--- src/hw/dpg_pkg.sv ---
// Package for the dual port GPIO block: register offsets, reset values, field positions
package dpg_pkg;
  localparam int         DPG_WIDTH          = 8;
  localparam int         DPG_ADDR_W         = 6;
  localparam logic [5:0] DPG_OFF_EDGE_SEL   = 6'h0c;
  localparam logic [5:0] DPG_OFF_A_INEN     = 6'h0d;
  localparam logic [5:0] DPG_OFF_B_INEN     = 6'h0e;
  localparam logic [5:0] DPG_OFF_A_DATA     = 6'h10;
  localparam logic [5:0] DPG_OFF_A_DIR      = 6'h11;
  localparam logic [5:0] DPG_OFF_A_PULL     = 6'h12;
  localparam logic [5:0] DPG_OFF_B_DATA     = 6'h14;
  localparam logic [5:0] DPG_OFF_B_DIR      = 6'h15;
  localparam logic [5:0] DPG_OFF_B_PULL     = 6'h16;
  localparam logic [7:0] DPG_RST_ZERO       = 8'h00;
  localparam logic [7:0] DPG_RST_INEN       = 8'hff;
  // Pins whose enable bit also gates the digital input path
  localparam logic [7:0] DPG_A_INPUT_GATED  = 8'hd9;
  localparam logic [7:0] DPG_B_INPUT_GATED  = 8'h8f;
  // Pins that have a pull-up device; open-drain pins
  localparam logic [7:0] DPG_A_HAS_PULL     = 8'hdf;
  localparam logic [7:0] DPG_A_OPEN_DRAIN   = 8'h20;
  localparam logic [7:0] DPG_NONE           = 8'h00;
  localparam logic [7:0] DPG_ALL            = 8'hff;
  localparam int         DPG_EDGE_A_LSB     = 0;
  localparam int         DPG_EDGE_B_LSB     = 2;
  localparam int         DPG_SYNC_STAGES    = 2;
  localparam logic [1:0] DPG_EDGE_BOTH      = 2'h0;
  localparam logic [1:0] DPG_EDGE_RISE      = 2'h1;
  localparam logic [1:0] DPG_EDGE_FALL      = 2'h2;

  typedef struct packed {
    logic [7:0] out;
    logic [7:0] oe;
    logic [7:0] pull;
  } dpg_pad_drive_type;

  typedef struct packed {
    logic       wr;
    logic       rd;
    logic [5:0] addr;
    logic [7:0] wdata;
  } dpg_io_req_type;
endpackage : dpg_pkg

--- src/hw/dpg_gpio.sv ---
// Dual 8-bit GPIO with wake-up and pin 0 interrupt requests
// Summary of operation
// - Direction bit 0 input, 1 output
// - Pull-high bit enables internal pull-up
// - Port A pin 5 has no pull-up
// - Data latch per port, read/write, reset zero
// - Port A 7,6,4,3 enable gates input and wake
// - Port A 5,2,1 enable gates wake only
// - Port A bit 0 gates input, wake and interrupt
// - Port B 7,3,2,1,0 gate input and wake
// - Port B 6,5,4 enable gates wake only
// - Edge select: both, rise, fall, reserved
// - Output mode reads latch, input reads pad
// - Pull-up off while driving low
// - Port A pin 5 open-drain in output
// - Enabled input pin change raises wake request in sleep mode only
`timescale 1ns/100ps
`default_nettype none
module dpg_gpio
  import dpg_pkg::*;
(
  input  wire logic              clk,
  input  wire logic              arst_n,
  input  wire dpg_io_req_type    io_req,
  output logic [7:0]             io_rdata,
  input  wire logic              sleep_mode,
  input  wire logic [7:0]        port_a_pad_in,
  input  wire logic [7:0]        port_b_pad_in,
  output var dpg_pad_drive_type  port_a_pad,
  output var dpg_pad_drive_type  port_b_pad,
  output logic                   wake_req,
  output logic                   port_a_pin0_irq,
  output logic                   port_b_pin0_irq
);
  logic [7:0] a_data_r, a_dir_r, a_pull_r, a_inen_r, b_data_r, b_dir_r, b_pull_r, b_inen_r, edge_r, rdata_r;
  logic [7:0] a_data_nxt, a_dir_nxt, a_pull_nxt, a_inen_nxt, b_data_nxt, b_dir_nxt, b_pull_nxt, b_inen_nxt;
  logic [7:0] edge_nxt, rdata_nxt;
  logic       a_irq_r, b_irq_r, a_irq_nxt, b_irq_nxt;
  logic [7:0] a_read, b_read, a_lvl, b_lvl, a_prev, b_prev;
  logic       a_chg, b_chg;

  dpg_port #(.INPUT_GATED(DPG_A_INPUT_GATED), .HAS_PULL(DPG_A_HAS_PULL), .OPEN_DRAIN(DPG_A_OPEN_DRAIN)) u_port_a (
    .clk(clk), .arst_n(arst_n), .data_r_in(a_data_r), .dir_r_in(a_dir_r), .pull_r_in(a_pull_r),
    .inen_r_in(a_inen_r), .pad_in(port_a_pad_in), .pad_drv(port_a_pad), .read_val(a_read),
    .pin_level(a_lvl), .pin_prev(a_prev), .wake_change(a_chg)
  );

  dpg_port #(.INPUT_GATED(DPG_B_INPUT_GATED), .HAS_PULL(DPG_ALL), .OPEN_DRAIN(DPG_NONE)) u_port_b (
    .clk(clk), .arst_n(arst_n), .data_r_in(b_data_r), .dir_r_in(b_dir_r), .pull_r_in(b_pull_r),
    .inen_r_in(b_inen_r), .pad_in(port_b_pad_in), .pad_drv(port_b_pad), .read_val(b_read),
    .pin_level(b_lvl), .pin_prev(b_prev), .wake_change(b_chg)
  );

  function automatic logic edge_hit(input logic [1:0] sel, input logic cur, input logic prv);
    logic rise;
    logic fall;
    rise = cur & ~prv;
    fall = ~cur & prv;
    case (sel)
      DPG_EDGE_BOTH: edge_hit = rise | fall;
      DPG_EDGE_RISE: edge_hit = rise;
      DPG_EDGE_FALL: edge_hit = fall;
      default:       edge_hit = 1'b0;
    endcase
  endfunction : edge_hit

  always_comb begin
    a_data_nxt = a_data_r;
    a_dir_nxt  = a_dir_r;
    a_pull_nxt = a_pull_r;
    a_inen_nxt = a_inen_r;
    b_data_nxt = b_data_r;
    b_dir_nxt  = b_dir_r;
    b_pull_nxt = b_pull_r;
    b_inen_nxt = b_inen_r;
    edge_nxt   = edge_r;
    if (io_req.wr) begin
      case (io_req.addr)
        DPG_OFF_EDGE_SEL: edge_nxt   = io_req.wdata;
        DPG_OFF_A_INEN:   a_inen_nxt = io_req.wdata;
        DPG_OFF_B_INEN:   b_inen_nxt = io_req.wdata;
        DPG_OFF_A_DATA:   a_data_nxt = io_req.wdata;
        DPG_OFF_A_DIR:    a_dir_nxt  = io_req.wdata;
        DPG_OFF_A_PULL:   a_pull_nxt = io_req.wdata;
        DPG_OFF_B_DATA:   b_data_nxt = io_req.wdata;
        DPG_OFF_B_DIR:    b_dir_nxt  = io_req.wdata;
        DPG_OFF_B_PULL:   b_pull_nxt = io_req.wdata;
        default: ;
      endcase
    end
    // Write-only and unmapped offsets read as zero
    case (io_req.addr)
      DPG_OFF_A_DATA: rdata_nxt = a_read;
      DPG_OFF_A_DIR:  rdata_nxt = a_dir_r;
      DPG_OFF_A_PULL: rdata_nxt = a_pull_r;
      DPG_OFF_B_DATA: rdata_nxt = b_read;
      DPG_OFF_B_DIR:  rdata_nxt = b_dir_r;
      DPG_OFF_B_PULL: rdata_nxt = b_pull_r;
      default:        rdata_nxt = DPG_RST_ZERO;
    endcase
    if (!io_req.rd) begin
      rdata_nxt = rdata_r;
    end
    // Pin 0 is input-gated on both ports, so a disabled enable blocks edges
    a_irq_nxt = a_inen_r[0] & ~a_dir_r[0] & edge_hit(edge_r[DPG_EDGE_A_LSB +: 2], a_lvl[0], a_prev[0]);
    b_irq_nxt = b_inen_r[0] & ~b_dir_r[0] & edge_hit(edge_r[DPG_EDGE_B_LSB +: 2], b_lvl[0], b_prev[0]);
  end

  always_ff @(posedge clk or negedge arst_n) begin
    if (!arst_n) begin
      a_data_r <= DPG_RST_ZERO;
      a_dir_r  <= DPG_RST_ZERO;
      a_pull_r <= DPG_RST_ZERO;
      a_inen_r <= DPG_RST_INEN;
      b_data_r <= DPG_RST_ZERO;
      b_dir_r  <= DPG_RST_ZERO;
      b_pull_r <= DPG_RST_ZERO;
      b_inen_r <= DPG_RST_INEN;
      edge_r   <= DPG_RST_ZERO;
      rdata_r  <= DPG_RST_ZERO;
      a_irq_r  <= 1'b0;
      b_irq_r  <= 1'b0;
    end else begin
      a_data_r <= a_data_nxt;
      a_dir_r  <= a_dir_nxt;
      a_pull_r <= a_pull_nxt;
      a_inen_r <= a_inen_nxt;
      b_data_r <= b_data_nxt;
      b_dir_r  <= b_dir_nxt;
      b_pull_r <= b_pull_nxt;
      b_inen_r <= b_inen_nxt;
      edge_r   <= edge_nxt;
      rdata_r  <= rdata_nxt;
      a_irq_r  <= a_irq_nxt;
      b_irq_r  <= b_irq_nxt;
    end
  end

  assign io_rdata        = rdata_r;
  assign port_a_pin0_irq = a_irq_r;
  assign port_b_pin0_irq = b_irq_r;
  assign wake_req        = sleep_mode & (a_chg | b_chg);

  a_dir_write: assert property (@(posedge clk) disable iff (!arst_n)
    io_req.wr && io_req.addr == DPG_OFF_A_DIR |=> a_dir_r == $past(io_req.wdata))
    else $error("direction write lost");
  a_pull_lowdrv: assert property (@(posedge clk) disable iff (!arst_n)
    (a_dir_r[0] && !a_data_r[0]) |-> !port_a_pad.pull[0])
    else $error("pull-up on while driving low");
  a_no_pull5: assert property (@(posedge clk) disable iff (!arst_n) !port_a_pad.pull[5])
    else $error("pull-up on port A pin 5");
  a_open_drain: assert property (@(posedge clk) disable iff (!arst_n)
    port_a_pad.oe[5] |-> !port_a_pad.out[5])
    else $error("pin 5 driving high");
  a_read_out: assert property (@(posedge clk) disable iff (!arst_n)
    io_req.rd && io_req.addr == DPG_OFF_B_DATA && b_dir_r == DPG_ALL |=> io_rdata == $past(b_data_r))
    else $error("output-mode read not from latch");
  a_irq_pulse: assert property (@(posedge clk) disable iff (!arst_n)
    port_a_pin0_irq && edge_r[1:0] != DPG_EDGE_BOTH |=> !port_a_pin0_irq)
    else $error("single-edge irq longer than one cycle");
  a_irq_gate: assert property (@(posedge clk) disable iff (!arst_n)
    !a_inen_r[0] |=> !port_a_pin0_irq)
    else $error("irq while pin 0 disabled");
  a_irq_rise: assert property (@(posedge clk) disable iff (!arst_n)
    port_b_pin0_irq && $past(edge_r[3:2]) == DPG_EDGE_RISE |-> $past(b_lvl[0]))
    else $error("rising select fired on fall");
  a_wake_gate: assert property (@(posedge clk) disable iff (!arst_n)
    !sleep_mode |-> !wake_req)
    else $error("wake while awake");
  a_gate_low: assert property (@(posedge clk) disable iff (!arst_n)
    !a_inen_r[7] |-> !a_lvl[7])
    else $error("disabled input not low");

  c_irq_a: cover property (@(posedge clk) disable iff (!arst_n) port_a_pin0_irq);
  c_irq_b: cover property (@(posedge clk) disable iff (!arst_n) port_b_pin0_irq);
  c_wake: cover property (@(posedge clk) disable iff (!arst_n) wake_req);
  c_od: cover property (@(posedge clk) disable iff (!arst_n) port_a_pad.oe[5]);
endmodule : dpg_gpio
`default_nettype wire

--- src/hw/dpg_port.sv ---
// One 8-bit I/O port: pad drive, input path gating, sync, change detection
`timescale 1ns/100ps
`default_nettype none
module dpg_port
  import dpg_pkg::*;
#(
  parameter logic [7:0] INPUT_GATED = DPG_ALL,
  parameter logic [7:0] HAS_PULL    = DPG_ALL,
  parameter logic [7:0] OPEN_DRAIN  = DPG_NONE
) (
  input  wire logic              clk,
  input  wire logic              arst_n,
  input  wire logic [7:0]        data_r_in,
  input  wire logic [7:0]        dir_r_in,
  input  wire logic [7:0]        pull_r_in,
  input  wire logic [7:0]        inen_r_in,
  input  wire logic [7:0]        pad_in,
  output var dpg_pad_drive_type  pad_drv,
  output logic [7:0]             read_val,
  output logic [7:0]             pin_level,
  output logic [7:0]             pin_prev,
  output logic                   wake_change
);
  logic [7:0] s1_r, s2_r, prev_r;
  logic [7:0] s1_nxt, s2_nxt, prev_nxt;
  logic [7:0] gated;

  always_comb begin
    // Output drives low always, high only on push-pull pins
    pad_drv.out  = data_r_in;
    pad_drv.oe   = dir_r_in & ~(OPEN_DRAIN & data_r_in);
    // Pull-up off when absent or when driving low
    pad_drv.pull = pull_r_in & HAS_PULL & ~(dir_r_in & ~data_r_in);
    s1_nxt       = pad_in;
    s2_nxt       = s1_r;
    gated        = s2_r & (inen_r_in | ~INPUT_GATED);
    prev_nxt     = gated;
    read_val     = (dir_r_in & data_r_in) | (~dir_r_in & gated);
    pin_level    = gated;
    pin_prev     = prev_r;
    wake_change  = |((gated ^ prev_r) & ~dir_r_in & inen_r_in);
  end

  always_ff @(posedge clk or negedge arst_n) begin
    if (!arst_n) begin
      s1_r   <= DPG_RST_ZERO;
      s2_r   <= DPG_RST_ZERO;
      prev_r <= DPG_RST_ZERO;
    end else begin
      s1_r   <= s1_nxt;
      s2_r   <= s2_nxt;
      prev_r <= prev_nxt;
    end
  end
endmodule : dpg_port
`default_nettype wire

--- config.mk ---
export PLATFORM = sky130hd
export DESIGN_NAME = dpg_gpio
export DESIGN_NICKNAME = d
export VERILOG_FILES = /design/src/hw/dpg_pkg.sv /design/src/hw/dpg_gpio.sv /design/src/hw/dpg_port.sv
export SDC_FILE = /design/constraint.sdc
export NUM_CORES = 1
export LEC_CHECK = 0
export ABC_CLOCK_PERIOD_IN_PS = 1900
export BUFFER_PORTS_ARGS = -buffer_cell sky130_fd_sc_hd__buf_2
export CAP_MARGIN = 20
export CELL_PAD_IN_SITES_DETAIL_PLACEMENT = 0
export CELL_PAD_IN_SITES_GLOBAL_PLACEMENT = 1
export CORE_MARGIN = 2
export CORE_UTILIZATION = 48
export CTS_BUF_LIST = sky130_fd_sc_hd__clkbuf_8
export DETAILED_ROUTE_END_ITERATION = 16
export MAX_ROUTING_LAYER = met4
export PLACE_DENSITY_LB_ADDON = 0.25
export SYNTH_ARGS = -nofsm -noshare
export SYNTH_HDL_FRONTEND = slang
export SYNTH_HIERARCHICAL = 1
export SYNTH_SLANG_ARGS = --single-unit
--- constraint.sdc ---
create_clock -name clk -period 1.9 [get_ports clk]
set_clock_uncertainty 0.15 [all_clocks]
set_input_delay 0.095 -clock clk [delete_from_list [all_inputs] [get_ports clk]]
set_output_delay 0.095 -clock clk [all_outputs]
set_load 0.02 [all_outputs]
==> impl_metrics.csv <==
group,metric,value,unit
floorplanning,ioPinCount,94,
cells_and_area,final_common_cell,"dfrtp_1",
global_route,grt_pass1_wl,20800,um
place,dpl.cell_count,664,
cells_and_area,final_cell_mix,"110 x dfrtp_1, 90 x buf_2, 68 x mux2_2, 40 x inv_1, 29 x dlygate4sd3_1",
place,place_ws,18.8,ps
route,drtIter0Drc,159,
route,met2WireLength,6340,um
hold_path,worst_hold_path_type,"in -> async",
timing,setup_viol,1,
global_route,grt_max_degree,48,
cells_and_area,final_util,58.7,%
critical_path,cp_max_fo,1,
clock_network,htreeDepth,4,
clock_network,clk_pin_slew,60,ps
clock_network,cts_max_path_buffers,2,
timing,rsz0062_at_grt,"yes",
timing,fmax,440,MHz
critical_path,r2r-start,"u_port_b/s2_r[7]",
place,gp_congestion,0.814,
global_route,grt_use_total,22.1,%
floorplanning,die_w,114,um
route,routed-via-count,3751,
place,port_buffers,92,
timing,period_minus_slack,2270,ps
route,final_antenna_net_count,0,
cells_and_area,design_area,0.00702,sq mm
clock_network,cts.sinks,126,
critical_path,worstSetupPathType,"reg -> out",
synthesis,synth_nets,486,
route,drt_first_pass_iters,4,
power_and_ir_drop,powerDensity,909,mW/mm^2
clock_network,clockRootBuffer,"clkbuf_8",
critical_path,r2r_setup_slack,80,ps
timing,layout_setup_ws,-374,ps
job,drv_cap,0,
global_route,antenna_found_initial,0,
cells_and_area,area.growth.synth_to_final,19.8,%
floorplanning,die_h,114,um
route,dr_wl_met3,420,um
critical_path,timing.rr.end,"io_rdata[7]",
critical_path,cp.arrival,2030,ps
synthesis,yosysWarnings,6,
clock_network,tritoncts,"yes",
run_status,status,"finished with violations",
floorplanning,start_util,49.0,%
timing,tightestPinTransition,552,ps
cells_and_area,diodes,0,
critical_path,r2r_cells,5,
place,dp_hpwl,9080,um
timing,fin_setup_tns,-374,ps
clock_network,clkLatencyLatePin,440,ps
route,wl_met1,6000,um
route,dr.max_layer_used,"met4",
route,routed_wl,13000,um
clock_network,numCtsBuffers,17,
power_and_ir_drop,power_leakage,3.37,nW
floorplanning,rows,40,
cells_and_area,stdcell_count,726,
cells_and_area,fin_nets,605,
timing,final.period_utilization,120,%
timing,finalHoldViolCount,0,
run_status,violations,"setup timing",
place,place_area,0.00635,sq mm
cells_and_area,layout-drive-gt1-share,44.0,%
synthesis,syn_area,0.00586,sq mm
synthesis,syn_avg_cell_area,13.1,sq um
synthesis,synth_cells,447,
floorplanning,dieArea,0.0131,sq mm
route,wl_per_cell,17.9,um
global_route,grt_remaining_overflow,0,
route,vias_per_cell,5.17,
critical_path,crit_required,1650,ps
timing,slew_headroom,63.0,%
timing,maxSlewViolCount,0,
global_route,first_global_vias,3831,
floorplanning,core,0.0120,sq mm
route,route.detailed.drc,0,
critical_path,worstSetupEndpointType,"output pin",
power_and_ir_drop,peakVddDrop,0.000397,V
critical_path,crit_path_start_kind,"register",
-- metal layers --
layer	track usage [%]	vias to the layer above
li1	-	1752
met1	28.4	1883
met2	34.7	91
met3	4.61	25
met4	8.13	0
met5	-	-
-- how the worst max path moves through the flow --
stage | start | to | slack (ps) | depth (start not counted)
5_1_grt | u_port_b/pin_prev[1] | wake_req | -410 | 5
3_5_place_dp | u_port_b/s2_r[6] | wake_req | 20 | 5
6_report | u_port_b/pin_prev[1] | wake_req | -370 | 5
3_3_place_gp | u_port_b/s2_r[6] | wake_req | 40 | 5
4_1_cts | u_port_b/pin_prev[1] | wake_req | -390 | 5
2_1_floorplan | u_port_b/s2_r[7] | io_rdata[7] | 190 | 5
-- where the power goes --
| part | internal (mW) | switching, mW | leakage, nW | total (mW) |
|---|---|---|---|---|
| Combinational | 0.618 | 0.636 | 1.59 | 1.25 |
| Sequential | 2.98 | 0.200 | 1.57 | 3.18 |
| Clock | 0.990 | 0.956 | 0.208 | 1.95 |
-- repair_timing --
action / 4_1_cts / 5_1_grt
hold buffers: 29 / 0
gates resized for setup: 3 / 3
setup buffers: 1 / 0
setup endpoints to repair: 1 / 1
endpoints found under the hold margin: 213 / 0
pin swaps: 4 / 4
-- critical path, stage by stage, from the launching register on --
cell     delay (ps)
dfrtp_1         410
xnor2_2         170
o32ai_1         110
or4_4           560
o21a_1          210
buf_6           130
-- per-stage QoR --
step | hold WS (ps) | power (mW)
finish | 44.8 | 6.38
global route | 50.1 | 6.70
CTS | 37.4 | 6.44
detailed placement | -175 | 4.42
global placement | -180 | 4.39
floorplan | -351 | 4.04
-- area by class of cell --
cell class | count | area [sq um]
Clock inverter | 11 | 42.5
Sequential cell | 126 | 3170
Clock buffer | 21 | 289
Inverter | 30 | 113
Multi-Input combinational cell | 245 | 2240
Timing Repair Buffer | 146 | 972
Tap cell | 147 | 184
Fill cell | 999 | 4950
Power figures use the tool's default switching activity.
